$ cat config.mk
export PLATFORM = sky130hd
export DESIGN_NAME = dfm_top
export DESIGN_NICKNAME = d
export VERILOG_FILES = /design/src/core/dfm_pkg.sv /design/src/core/dfm_sync_if.sv /design/src/core/dfm_sync.sv /design/src/core/dfm_top.sv
export VERILOG_INCLUDE_DIRS = /design/src /design/src/core
export SDC_FILE = /design/constraint.sdc
export NUM_CORES = 1
export LEC_CHECK = 0
export CORE_ASPECT_RATIO = 0.5
export CORE_MARGIN = 8
export CORE_UTILIZATION = 39
export DETAILED_ROUTE_END_ITERATION = 8
export DONT_BUFFER_PORTS = 1
export GPL_TIMING_DRIVEN = 0
export PLACE_DENSITY = 0.6
export SLEW_MARGIN = 10
export SYNTH_ARGS = -nofsm -noshare
export SYNTH_HDL_FRONTEND = slang
export SYNTH_HIERARCHICAL = 1
export SYNTH_SLANG_ARGS = --single-unit
$ cat constraint.sdc
create_clock -name clk_i -period 1.8 [get_ports clk_i]
set_input_delay 0.09 -clock clk_i [delete_from_list [all_inputs] [get_ports clk_i]]
set_output_delay 0.09 -clock clk_i [all_outputs]
set_load 0.02 [all_outputs]
$ cat src/core/dfm_cfg.svh
`ifndef DFM_CFG_SVH
`define DFM_CFG_SVH
// ----------------------------------------
// register map
// ----------------------------------------
`define DFM_ADDR_STATUS 4'h0
`define DFM_ADDR_IRQ_STAT 4'h4
`define DFM_ADDR_IRQ_MASK 4'h8
`define DFM_ADDR_CTRL 4'hc
// ----------------------------------------
// field positions and resets
// ----------------------------------------
`define DFM_BIT_CURRENT 0
`define DFM_BIT_LAMP 1
`define DFM_BIT_LATCH 2
`define DFM_BIT_PARKED 3
`define DFM_BIT_CHECK_EN 0
`define DFM_MASK_RESET 2'h0
`define DFM_CTRL_RESET 1'h1
// ----------------------------------------
// timing counts
// ----------------------------------------
// edges after reset before the pin filter shows real levels
`define DFM_SETTLE_CYCLES 3'h4
`endif

$ cat src/core/dfm_pkg.sv
package dfm_pkg;
	typedef enum logic [1:0] {
		DFM_IDLE,
		DFM_RUN,
		DFM_TRIPPED
	} dfm_state_t;
	typedef logic [1:0] dfm_cause_t;
endpackage

$ cat src/core/dfm_sync_if.sv
`timescale 1ns/1ps
`default_nettype none
interface dfm_sync_if #(parameter int W = 4);
	logic [W-1:0] raw;
	logic [W-1:0] clean;
	modport sync (input raw, output clean);
	modport user (output raw, input clean);
endinterface
`default_nettype wire

$ cat src/core/dfm_sync.sv
`timescale 1ns/1ps
`default_nettype none
module dfm_sync #(
	parameter int W = 4
) (
	input wire logic clk_i,
	input wire logic rst_i,
	dfm_sync_if.sync s
);
	logic [W-1:0] st1;
	logic [W-1:0] st2;
	logic [W-1:0] st3;
	logic [W-1:0] held;
	// a zero-wide bus leaves nothing to filter
	if (W < 1) begin : g_bad_w
		$error("dfm_sync needs W of at least 1");
	end
	// ----------------------------------------
	// three stages, accept when 2 and 3 agree
	// ----------------------------------------
	always_ff @(posedge clk_i) begin
		if (rst_i) begin
			st1 <= '0;
			st2 <= '0;
			st3 <= '0;
		end else begin
			st1 <= s.raw;
			st2 <= st1;
			st3 <= st2;
		end
	end
	// per-bit agreement filter, stage 1 never looked at
	always_ff @(posedge clk_i) begin
		if (rst_i) begin
			held <= '0;
		end else begin
			for (int i = 0; i < W; i++) begin
				if (st2[i] == st3[i]) begin
					held[i] <= st3[i];
				end
			end
		end
	end
	assign s.clean = held;
endmodule // dfm_sync
`default_nettype wire

$ cat src/core/dfm_top.sv
// The Wishbone register port and the address map were decided locally.
`timescale 1ns/1ps
`default_nettype none
`include "dfm_cfg.svh"
module dfm_top (
	input wire logic clk_i,
	input wire logic rst_i,
	// classic wishbone slave
	input wire logic wb_cyc_i,
	input wire logic wb_stb_i,
	input wire logic wb_we_i,
	input wire logic [3:0] wb_adr_i,
	input wire logic [3:0] wb_sel_i,
	input wire logic [31:0] wb_dat_i,
	output logic [31:0] wb_dat_o,
	output logic wb_ack_o,
	// drive side pins
	input wire logic erase_current_i,
	input wire logic record_enable_n_i,
	input wire logic heads_parked_i,
	input wire logic past_outer_track_i,
	input wire logic power_on_cycle_i,
	input wire logic cmd_valid_i,
	input wire logic head_upper_sel_i,
	input wire logic head_lower_sel_i,
	output logic cmd_valid_o,
	output logic head_upper_en_o,
	output logic head_lower_en_o,
	output logic fault_lamp_o,
	output logic fault_report_o,
	output logic unsafe_n_o,
	output logic irq_o
);
	localparam int NSYNC = 4;
	dfm_sync_if #(.W(NSYNC)) pins ();
	logic erase_s;
	logic rec_n_s;
	logic parked_s;
	logic outer_s;
	logic loaded_seen;
	logic check_en;
	logic fault_latch;
	logic [1:0] cause;
	logic [1:0] irq_stat;
	logic [1:0] irq_mask;
	logic set_unsafe;
	logic lamp_fault;
	logic bus_req;
	logic bus_wr;
	logic [2:0] settle_cnt;
	logic fault_any;
	logic current_any;
	dfm_pkg::dfm_state_t state;
	// ----------------------------------------
	// shared decode
	// ----------------------------------------
	// one register decode, shared by the write paths; the read path decodes with its own case
	function automatic logic dfm_hit(input logic [3:0] adr, input logic [3:0] reg_adr);
		return adr == reg_adr;
	endfunction
	// ----------------------------------------
	// pin synchronisers
	// ----------------------------------------
	assign pins.raw = {past_outer_track_i, heads_parked_i, record_enable_n_i, erase_current_i};
	dfm_sync #(.W(NSYNC)) u_sync (
		.clk_i(clk_i),
		.rst_i(rst_i),
		.s(pins)
	);
	assign erase_s = pins.clean[0];
	assign rec_n_s = pins.clean[1];
	assign parked_s = pins.clean[2];
	assign outer_s = pins.clean[3];
	// ----------------------------------------
	// fault detection
	// ----------------------------------------
	// current without record enable; record enable masks it
	assign set_unsafe = erase_s & rec_n_s;
	// parked but lamp gives no past-outer-track reading
	assign lamp_fault = check_en & parked_s & ~outer_s
		& (power_on_cycle_i | loaded_seen);
	// count out the filter fill; its reset zeros look like unparked heads
	always_ff @(posedge clk_i) begin
		if (rst_i) begin
			settle_cnt <= 3'h0;
		end else if (settle_cnt != `DFM_SETTLE_CYCLES) begin
			settle_cnt <= settle_cnt + 3'h1;
		end
	end
	// remember that heads left park once, so a drift back is checked
	// only trusted after warm-up, else reset itself would look like a load
	always_ff @(posedge clk_i) begin
		if (rst_i) begin
			loaded_seen <= 1'b0;
		end else if (state == dfm_pkg::DFM_RUN && !parked_s) begin
			loaded_seen <= 1'b1;
		end
	end
	// state of the monitor; tripped only leaves by reset
	always_ff @(posedge clk_i) begin
		if (rst_i) begin
			state <= dfm_pkg::DFM_IDLE;
		end else begin
			case (state)
				dfm_pkg::DFM_IDLE: begin
					if (settle_cnt == `DFM_SETTLE_CYCLES) begin
						state <= dfm_pkg::DFM_RUN;
					end
				end
				dfm_pkg::DFM_RUN: begin
					if (set_unsafe || lamp_fault) begin
						state <= dfm_pkg::DFM_TRIPPED;
					end
				end
				dfm_pkg::DFM_TRIPPED: state <= dfm_pkg::DFM_TRIPPED;
				default: state <= dfm_pkg::DFM_IDLE;
			endcase
		end
	end
	// fault latch and cause record, set only, cleared by reset
	always_ff @(posedge clk_i) begin
		if (rst_i) begin
			fault_latch <= 1'b0;
			cause <= 2'h0;
		end else begin
			if (set_unsafe || lamp_fault) begin
				fault_latch <= 1'b1;
			end
			if (set_unsafe) begin
				cause[`DFM_BIT_CURRENT] <= 1'b1;
			end
			if (lamp_fault) begin
				cause[`DFM_BIT_LAMP] <= 1'b1;
			end
		end
	end
	// ----------------------------------------
	// drive outputs, registered
	// ----------------------------------------
	// raw triggers are folded in so outputs react the same cycle as the latch, except unsafe and heads on a lamp fault
	assign fault_any = fault_latch | set_unsafe | lamp_fault;
	assign current_any = fault_latch | set_unsafe;
	// panel lamp
	always_ff @(posedge clk_i) begin
		if (rst_i) begin
			fault_lamp_o <= 1'b0;
		end else begin
			fault_lamp_o <= fault_any;
		end
	end
	// fault report toward the controller
	always_ff @(posedge clk_i) begin
		if (rst_i) begin
			fault_report_o <= 1'b0;
		end else begin
			fault_report_o <= fault_any;
		end
	end
	// unsafe trigger, high while no current fault and no fault of either kind latched
	always_ff @(posedge clk_i) begin
		if (rst_i) begin
			unsafe_n_o <= 1'b1;
		end else begin
			unsafe_n_o <= ~current_any;
		end
	end
	// a current fault drops both heads at once, not a cycle late
	always_ff @(posedge clk_i) begin
		if (rst_i) begin
			head_upper_en_o <= 1'b0;
		end else begin
			head_upper_en_o <= head_upper_sel_i & ~current_any;
		end
	end
	// lower head, same gating as the upper
	always_ff @(posedge clk_i) begin
		if (rst_i) begin
			head_lower_en_o <= 1'b0;
		end else begin
			head_lower_en_o <= head_lower_sel_i & ~current_any;
		end
	end
	// outside commands pass one clock late, blocked by any fault
	always_ff @(posedge clk_i) begin
		if (rst_i) begin
			cmd_valid_o <= 1'b0;
		end else begin
			cmd_valid_o <= cmd_valid_i & ~fault_any;
		end
	end
	// ----------------------------------------
	// interrupts
	// ----------------------------------------
	// set beats a write-one clear in the same cycle
	always_ff @(posedge clk_i) begin
		if (rst_i) begin
			irq_stat <= 2'h0;
		end else begin
			for (int i = 0; i < 2; i++) begin
				if (bus_wr && dfm_hit(wb_adr_i, `DFM_ADDR_IRQ_STAT) && wb_sel_i[0] && wb_dat_i[i]) begin
					irq_stat[i] <= 1'b0;
				end
				if ((i == `DFM_BIT_CURRENT && set_unsafe) || (i == `DFM_BIT_LAMP && lamp_fault)) begin
					irq_stat[i] <= 1'b1;
				end
			end
		end
	end
	assign irq_o = |(irq_stat & irq_mask);
	// ----------------------------------------
	// wishbone slave, one wait state
	// ----------------------------------------
	assign bus_req = wb_cyc_i & wb_stb_i & ~wb_ack_o;
	assign bus_wr = bus_req & wb_we_i;
	always_ff @(posedge clk_i) begin
		if (rst_i) begin
			wb_ack_o <= 1'b0;
		end else begin
			wb_ack_o <= bus_req;
		end
	end
	// writable registers
	always_ff @(posedge clk_i) begin
		if (rst_i) begin
			irq_mask <= `DFM_MASK_RESET;
			check_en <= `DFM_CTRL_RESET;
		end else if (bus_wr && wb_sel_i[0]) begin
			if (dfm_hit(wb_adr_i, `DFM_ADDR_IRQ_MASK)) begin
				irq_mask <= wb_dat_i[1:0];
			end
			if (dfm_hit(wb_adr_i, `DFM_ADDR_CTRL)) begin
				check_en <= wb_dat_i[`DFM_BIT_CHECK_EN];
			end
		end
	end
	// read data; unmapped reads zero
	always_ff @(posedge clk_i) begin
		if (rst_i) begin
			wb_dat_o <= 32'h0;
		end else if (bus_req && !wb_we_i) begin
			case (wb_adr_i)
				`DFM_ADDR_STATUS: wb_dat_o <= {28'h0, parked_s, fault_latch, cause};
				`DFM_ADDR_IRQ_STAT: wb_dat_o <= {30'h0, irq_stat};
				`DFM_ADDR_IRQ_MASK: wb_dat_o <= {30'h0, irq_mask};
				`DFM_ADDR_CTRL: wb_dat_o <= {31'h0, check_en};
				default: wb_dat_o <= 32'h0;
			endcase
		end
	end
endmodule // dfm_top
`default_nettype wire
==> results_dict.tcl, run 1 <==
set metrics [dict create \
    totalWireLength_mm 3.50 \
    synth_edf_count 0 \
    die-area_mm2 0.00708 \
    yosysWarnings 6 \
    crit_path_end_kind "flip-flop" \
    ys_types 33 \
    wire_per_inst_um 12.0 \
    clock_skew_ns 0.00595 \
    drive_above_1_share_pct 23.1 \
    hp-class "in -> reg" \
    dr_wl_met3_um 448 \
    chipWidth_um 111 \
    mostFrequentLayoutCell "dfxtp_1" \
    coreArea_mm2 0.00438 \
    p_switching_uw 456 \
    dieHeight_um 63.6 \
    start_util_pct 40.4 \
    switching_share_pct 24.6 \
    ant_nets 0 \
    antenna_found_initial 0 \
    clkTransAtPathRegs_ns 0.07 \
    yosysSeqAreaShare_pct 45.2 \
    cts_buffer_depth 2 \
    pwr-share-comb_pct 14.9 \
    wl_met2_mm 1.48 \
    synth_top_area_cell "dfxtp_1" \
    cts_max_level 2 \
    regToRegStartpoint "wb_ack_o" \
    timing.final.crit_share_pct 75.7 \
    gp_congestion 0.754 \
    critical_path_class "reg -> reg" \
    fill_cells 420 \
    cts_tree "done" \
    fmax_mhz 734 \
    stdcell_area_mm2 0.00215 \
    seqPwrFrac_pct 51.7 \
    grt_max_degree 12 \
    ios 93 \
    slew_viol_final 0 \
    ys_seq_elements 40 \
    internal-power_uw 1400 \
    synth-main-ff-cell "dfxtp_1" \
    root_buffer "clkbuf_8" \
    cp-startpoint "wb_ack_o" \
    insertion_delay_ns 0.28 \
    drt-met1-wl_mm 1.55 \
    layout_min_cycle_time_ns 1.36 \
    post_synth.cell_area_avg_um2 9.37 \
    drc 0 \
    placementRows 17 \
    cp_data_arrival_time_ns 1.51 \
    syn_area_mm2 0.00177 \
    dp_hpwl_mm 2.64 \
    hold_violations 0 \
    crit_required_ns 1.95 \
    ys_top_cells_by_area "dfxtp_1 45%, buf_4 12%, a21oi_1 4.5%" \
    final-setup-viol-count 0 \
    ir_worst_vdd_mv 0.372 \
    final_cell_mix "40 x dfxtp_1, 29 x buf_4, 28 x conb_1" \
    power.share.clock_pct 33.4 \
    cap_violations 0 \
    hold_slack_ns 0.0137 \
    regArea_um2 801 \
    p_leak_uw 0.000928 \
    synthToLayoutAreaGrowth_pct 21.4 \
    portBuffers 0 \
    rsz0062_at_grt "no" \
    netlist.area_leader.share_pct 45.2 \
    routed.top_layer "met4" \
    async_flop_share_pct 0 \
    avgViaCountPerCell 4.38 \
    cp_max_fo 4 \
    min_from "rst_i" \
    numCtsBuffers 5 \
    worstSetupStartpointType "flip-flop" \
    grt_pass1_vias 1186 \
    outcome "finished, final reports clean" \
    grt_pass1_wl_mm 5.73 \
    power.density_mw_per_mm2 863 \
    grt_usage_pct 9.86 \
    antenna_cells 0 \
    multi_input_area_um2 793 \
    drtIter0Drc 45 \
    clock-sinks 40 \
    num_vias 1276 \
    postSynthCellCount 189 \
    final_nets 292 \
    drtPass1Iterations 4 \
    grt_overflow 0 \
    setup_tns_ns 0 \
    dpl_cell_area_mm2 0.00194 \
]
-- stage by stage --
stage | worst slack, ns | utilization, % | total power (uW) | std cells
floorplan | 0.479 | - | 1200 | 216
global placement | 0.423 | 44.3 | 1220 | 273
global route | 0.353 | 49.1 | 1960 | 291
finish | 0.437 | 49.1 | 1850 | 291
detailed placement | 0.421 | 44.3 | 1230 | 273
CTS | 0.431 | 48.8 | 1880 | 290
-- registers in the layout, summed over array words and instances, names as in the netlist, 2 cells and up --
name,flops
state,2
wb_dat_o,4
u_sync/st3,4
u_sync/st2,4
settle_cnt,3
u_sync/s.clean,4
irq_stat,2
cause,2
u_sync/st1,4
irq_mask,2
-- path summary, 6_finish.rpt --
path / to / slack, ns / depth (start not counted)
worst max-delay path: wb_dat_o[0] / 0.44 / 4
worst min-delay path: u_sync/st1[1] / 0.01 / 1
worst max register to register: wb_dat_o[0] / 0.44 / 4
worst min register to register: u_sync/st2[1] / 0.44 / 1
-- logic make-up (layout without fill, tap and decap cells) --
family	after synthesis	count (layout)	share of synthesized area (%)
and+or+nand+nor	70	70	23.0
DFF	40	40	45.2
buffers and inverters	39	57	15.7
AOI/OAI and AO/OA	28	28	8.98
adders and majority gates	5	5	3.53
muxes	5	5	2.83
other	1	28	0.212
xor gates and xnor gates	1	1	0.495
-- layer usage --
metal	up-vias	track usage, %
met1	568	11.4
met4	0	2.97
met2	45	14.4
li1	661	-
met3	2	6.61
met5	-	0
-- power groups by stage --
stage | logic, uW | clock network, uW | registers, uW
6_report | 277 | 620 | 958
5_1_grt | 310 | 687 | 962
4_1_cts | 272 | 646 | 958
3_5_place_dp | 252 | 0 | 978
3_3_place_gp | 246 | 0 | 977
2_1_floorplan | 228 | 0 | 973
-- worst max-delay path: stages, from the launching register on --
cell and delay (ns):
dfxtp_1 0.42, nand3b_1 0.29, or2_2 0.36, nor2_1 0.11
nor3_1 0.05
-- area by class of cell --
class                   instances  share of cell area, %
plain buffers                  33                   11.9
multi-input cells             137                   36.9
well taps                      57                   3.32
clock buffers                   7                   4.48
inverters                       6                   1.05
repair buffers                 11                   5.12
flip-flops and latches         40                   37.3
-- synthesized netlist by cell type (2+ instances only) --
cell type and instances:
nor2b_1 3, buf_6 3, nor2b_2 4, a21oi_1 16, o22ai_1 2, o21ai_0 6, or3_1 2, mux2i_1 5
or2_2 2, nor3_1 5, and2b_2 6, ha_1 5, dfxtp_1 40, nand2_1 13, inv_1 6, nor2_1 19
nand3_1 3, buf_4 29, nand3b_1 3, a311oi_1 2, and2_1 3
-- timing repair --
item | 4_1_cts | 5_1_grt
hold endpoints to repair | 13 | 3
setup buffers | 0 | 0
setup endpoints to repair | 0 | 0
gates resized for setup | 0 | 0
hold buffers | 10 | 1
(Power assumes the default switching activity.)
==> run 2, diff against run 1 <==
- clock period: 1.8 -> 1.3 ns (I/O delays scaled with it)
==> run 2 against run 1 <==
First-iteration DRC count rose by 6.7%. Global-route usage grew 0.12 points. Clock power rose by 39%. Clock skew about the same. Sequential power rose by 39%. Setup slack got worse by 0.39 ns. Via count rose by 0.31%. Final area grew 1.0%. Critical endpoint unchanged.
==> results_dict.tcl, run 2 (synthesized netlist as in run 1, its figures left out) <==
set metrics [dict create \
    placementRows 17 \
    clock-sinks 40 \
    grt_overflow 0 \
    cap_violations 0 \
    portBuffers 0 \
    start_util_pct 40.4 \
    gp_congestion 0.754 \
    cp_max_fo 4 \
    wire_per_inst_um 11.9 \
    coreArea_mm2 0.00438 \
    crit_required_ns 1.45 \
    synthToLayoutAreaGrowth_pct 22.7 \
    cts_tree "done" \
    finalNonFillerCells 292 \
    crit_path_end_kind "flip-flop" \
    post_cts_buffers 0 \
    antenna_found_initial 0 \
    final_cell_mix "38 x dfxtp_1, 29 x buf_4, 28 x conb_1" \
    num_vias 1280 \
    root_buffer "clkbuf_8" \
    drc 0 \
    rsz0062_at_grt "yes" \
    layout_min_cycle_time_ns 1.25 \
    outcome "finished, final reports clean" \
    hp-class "in -> reg" \
    dieHeight_um 63.6 \
    p_leak_uw 0.000933 \
    critical_path_class "reg -> reg" \
    final-setup-viol-count 0 \
    grt_pass1_wl_mm 5.78 \
    hold_violations 0 \
    worstSetupStartpointType "flip-flop" \
    dp_cells 273 \
    final_nets 293 \
    power.density_mw_per_mm2 1190 \
    grt_usage_pct 9.98 \
    grt_max_degree 12 \
    ant_nets 0 \
    antenna_cells 0 \
    fill_cells 422 \
    clock_skew_ns 0.00573 \
    numCtsBuffers 5 \
    die-area_mm2 0.00708 \
    slew_viol_final 0 \
    mostFrequentLayoutCell "dfxtp_1" \
    drtPass1Iterations 4 \
    clkTransAtPathRegs_ns 0.07 \
    totalWireLength_mm 3.49 \
    insertion_delay_ns 0.28 \
    timing.final.crit_share_pct 96.2 \
    dp_hpwl_mm 2.64 \
    ios 93 \
    grt_pass1_vias 1195 \
    cp_data_arrival_time_ns 1.40 \
    ir_worst_vdd_mv 0.520 \
    hold_slack_ns 0.0652 \
    drtIter0Drc 48 \
    chipWidth_um 111 \
    fmax_mhz 799 \
    avgViaCountPerCell 4.38 \
    drive_above_1_share_pct 25.1 \
    cts_max_level 2 \
    cts_buffer_depth 2 \
]
run 2: metal layers:
layer / GRT usage [%] / vias up / wire, um
met5: 0 / - / 0
met4: 2.97 / 0 / 19
met3: 6.61 / 2 / 447
met2: 14.3 / 43 / 1460
met1: 11.8 / 572 / 1560
li1: - / 663 / -
run 2: worst max-delay path: stages (launching register included):
cell and delay [ns]:
dfxtp_2 0.38, nand3b_1 0.28, or2_4 0.30, nor2_1 0.11
nor3_1 0.05
run 2: final cells by class:
class / instances / area (um^2) / share of cell area, %
sequential: 40 / 803 / 37.0
multi-input combinational: 137 / 803 / 37.0
buffer: 33 / 255 / 11.8
timing repair buffer: 12 / 120 / 5.53
clock buffer: 7 / 96.3 / 4.44
tap: 57 / 71.3 / 3.28
inverter: 6 / 22.5 / 1.04
run 2: timing repair:
item,4_1_cts,5_1_grt
cloned,0,0
endpoints found under the hold margin,32,2
setup endpoints to repair,5,7
hold buffers,11,1
pin swaps,0,2
gates resized for setup,2,6
run 2: stage by stage:
step	area (um^2)	total power, uW	util [%]	TNS [ns]	setup WS, ns
final	2170	2580	49.6	0	0.0490
after global routing	2170	2730	49.6	-0.0425	-0.0219
after CTS	2150	2600	49.1	0	0.00107
after detailed placement	1940	1700	44.3	-0.301	-0.0666
after global placement	1940	1690	44.3	-0.171	-0.0523
after floorplan	1870	1660	-	0	0.00419
run 2: path summary, 6_finish.rpt:
kind              endpoint  slack [ns]  cells after the start           from
max            wb_dat_o[0]        0.05                      4       wb_ack_o
min               wb_ack_o        0.07                      2       wb_stb_i
max reg2reg    wb_dat_o[0]        0.05                      4       wb_ack_o
min reg2reg  u_sync/st2[0]        0.44                      1  u_sync/st1[0]
run 2: power by group:
part,internal (uW),switching (uW),total [uW]
Combinational,187,210,397
Sequential,1280,44.7,1330
Clock,472,387,859
Total,1940,642,2580
==> run 3, diff against run 2 <==
- CORE_MARGIN: 8 -> default
- clock period: 1.3 -> 1.5 ns (I/O delays scaled with it)
==> run 3 against run 2 <==
Core utilization up 2.7 points. Hold slack lost 0.043 ns. Critical path depth did not move. Largest cell class unchanged. Register-to-register slack better by 0.06 ns. Critical path type unchanged. Critical endpoint unchanged.
==> results_dict.tcl, run 3 (synthesized netlist as in run 1, its figures left out) <==
set metrics [dict create \
    outcome "finished, final reports clean" \
    ir_worst_vdd_mv 0.536 \
    hold_slack_ns 0.0219 \
    crit_path_end_kind "flip-flop" \
    portBuffers 0 \
    coreArea_mm2 0.00412 \
    power.density_mw_per_mm2 1080 \
    reg2reg_depth 4 \
    hold_violations 0 \
    crit_path_top_delay_cell "dfxtp_1" \
    critical_path_class "reg -> reg" \
    insertion_delay_ns 0.29 \
    antenna_cells 0 \
    cts_buffer_depth 2 \
    cts_max_level 2 \
    dp_hpwl_mm 2.33 \
    cts_tree "done" \
    pwr-share-comb_pct 14.3 \
    synthToLayoutAreaGrowth_pct 21.8 \
    hold_buffers 11 \
    cap_violations 0 \
    rsz0062_at_grt "no" \
    cp_top_family "simple AND/OR/NAND/NOR gates" \
    numCtsBuffers 5 \
    wire_per_inst_um 11.3 \
    avgViaCountPerCell 4.55 \
    seqPwrFrac_pct 49.1 \
    final_cell_mix "40 x dfxtp_1, 29 x buf_4, 28 x conb_1" \
    switching_share_pct 24.7 \
    grt_overflow 0 \
    start_util_pct 42.9 \
    grtUsageMet1_pct 17.6 \
    worstSetupStartpointType "flip-flop" \
    use_met3_pct 6.67 \
    regToRegEndpoint "wb_dat_o[0]" \
    grt_use_met2_pct 22.4 \
    ios 93 \
    crit_required_ns 1.67 \
    min_path_cells 3 \
    reg2reg_setup_slack_ns 0.11 \
    timing.final.crit_share_pct 92.5 \
    grt_pass1_vias 1151 \
    die-area_mm2 0.00483 \
    cp_max_fo 4 \
    dieHeight_um 49.6 \
    clock-sinks 40 \
    drc 0 \
    root_buffer "clkbuf_8" \
    drive_above_1_share_pct 23.0 \
    regToRegStartpoint "wb_ack_o" \
    clock_skew_ns 0.00629 \
    fmax_mhz 720 \
    antenna_found_initial 0 \
    chipWidth_um 97.3 \
    hp-class "in -> reg" \
    stdcell_area_mm2 0.00216 \
    min_from "wb_we_i" \
    post_cts_buffers 0 \
    grt_max_degree 13 \
    cp_slowest_stage_delay_ns 0.41 \
    slew_viol_final 0 \
    totalWireLength_mm 3.28 \
    drtPass1Iterations 4 \
    final-setup-viol-count 0 \
    p_switching_uw 579 \
    fill_cells 385 \
    num_vias 1315 \
    drtIter0Drc 29 \
    cp_data_arrival_time_ns 1.56 \
    p_leak_uw 0.000932 \
    grt_pass1_wl_mm 5.36 \
    layout_min_cycle_time_ns 1.39 \
    crit_buf_inv 0 \
    internal-power_uw 1760 \
    clkTransAtPathRegs_ns 0.07 \
    power.share.clock_pct 36.5 \
    ant_nets 0 \
    final_nets 292 \
    grt.busiest_layer "met2" \
    mostFrequentLayoutCell "dfxtp_1" \
    dpl_cell_area_mm2 0.00194 \
    grt_usage_pct 14.7 \
    setup_tns_ns 0 \
    min_to "wb_dat_o[0]" \
    ctsResizeCount 0 \
    crit_chain "nand3b_1, or2_2, nor2_1, nor3_1" \
    gp_congestion 0.779 \
    placementRows 16 \
]
==> run 3: cell types whose count changed in the layout (fill, tap and decap cells not counted), moves of 2 or more <==
cell,before,now
dfxtp_1,38,40
o21ai_1,2,0
clkbuf_8,7,5
o21ai_0,4,6
dfxtp_2,2,0
==> run 3: how the worst max path moves through the flow <==
stage | startpoint | end | slack (ns) | cells after the start
4_1_cts | wb_ack_o | wb_dat_o[1] | 0.14 | 4
3_5_place_dp | wb_adr_i[2] | irq_mask[0] | 0.14 | 5
2_1_floorplan | wb_adr_i[2] | irq_mask[0] | 0.19 | 5
5_1_grt | wb_ack_o | wb_dat_o[2] | 0.006 | 4
3_3_place_gp | wb_adr_i[2] | irq_mask[0] | 0.14 | 5
6_report | wb_ack_o | wb_dat_o[0] | 0.11 | 4
==> run 3: per-layer routing <==
| metal | wire length [um] | share of wire [%] |
|---|---|---|
| met5 | 0 | 0 |
| met4 | 49 | 1.5 |
| met3 | 333 | 10 |
| met2 | 1390 | 42 |
| met1 | 1510 | 46 |
==> run 3: worst register-to-register path, cell delays in order, from the launching register on <==
cell,delay (ns)
dfxtp_1,0.41
nand3b_1,0.32
or2_2,0.37
nor2_1,0.11
nor3_1,0.05
==> run 3: cell type report <==
type	count	area, um^2	area share [%]
Sequential cell	40	801	37.1
Timing Repair Buffer	11	110	5.10
Inverter	6	22.5	1.04
Multi-Input combinational cell	137	793	36.8
Buffer	33	255	11.8
Clock buffer	6	72.6	3.36
Tap cell	54	67.6	3.13
Clock inverter	2	35.0	1.62
==> run 3: stage by stage <==
step / setup WS, ns / util [%] / std cells / total power [uW]
6_report: 0.112 / 52.3 / 289 / 2340
5_1_grt: 0.00586 / 52.3 / 289 / 2460
4_1_cts: 0.141 / 52.3 / 289 / 2370
3_5_place_dp: 0.141 / 47.0 / 270 / 1480
3_3_place_gp: 0.137 / 47.0 / 270 / 1470
2_1_floorplan: 0.194 / - / 216 / 1440
==> run 3: power groups by stage <==
stage / clock network, uW / registers (uW) / logic, uW
2_1_floorplan: 0 / 1170 / 274
3_3_place_gp: 0 / 1170 / 295
3_5_place_dp: 0 / 1170 / 305
4_1_cts: 883 / 1150 / 333
5_1_grt: 928 / 1160 / 374
6_report: 855 / 1150 / 336
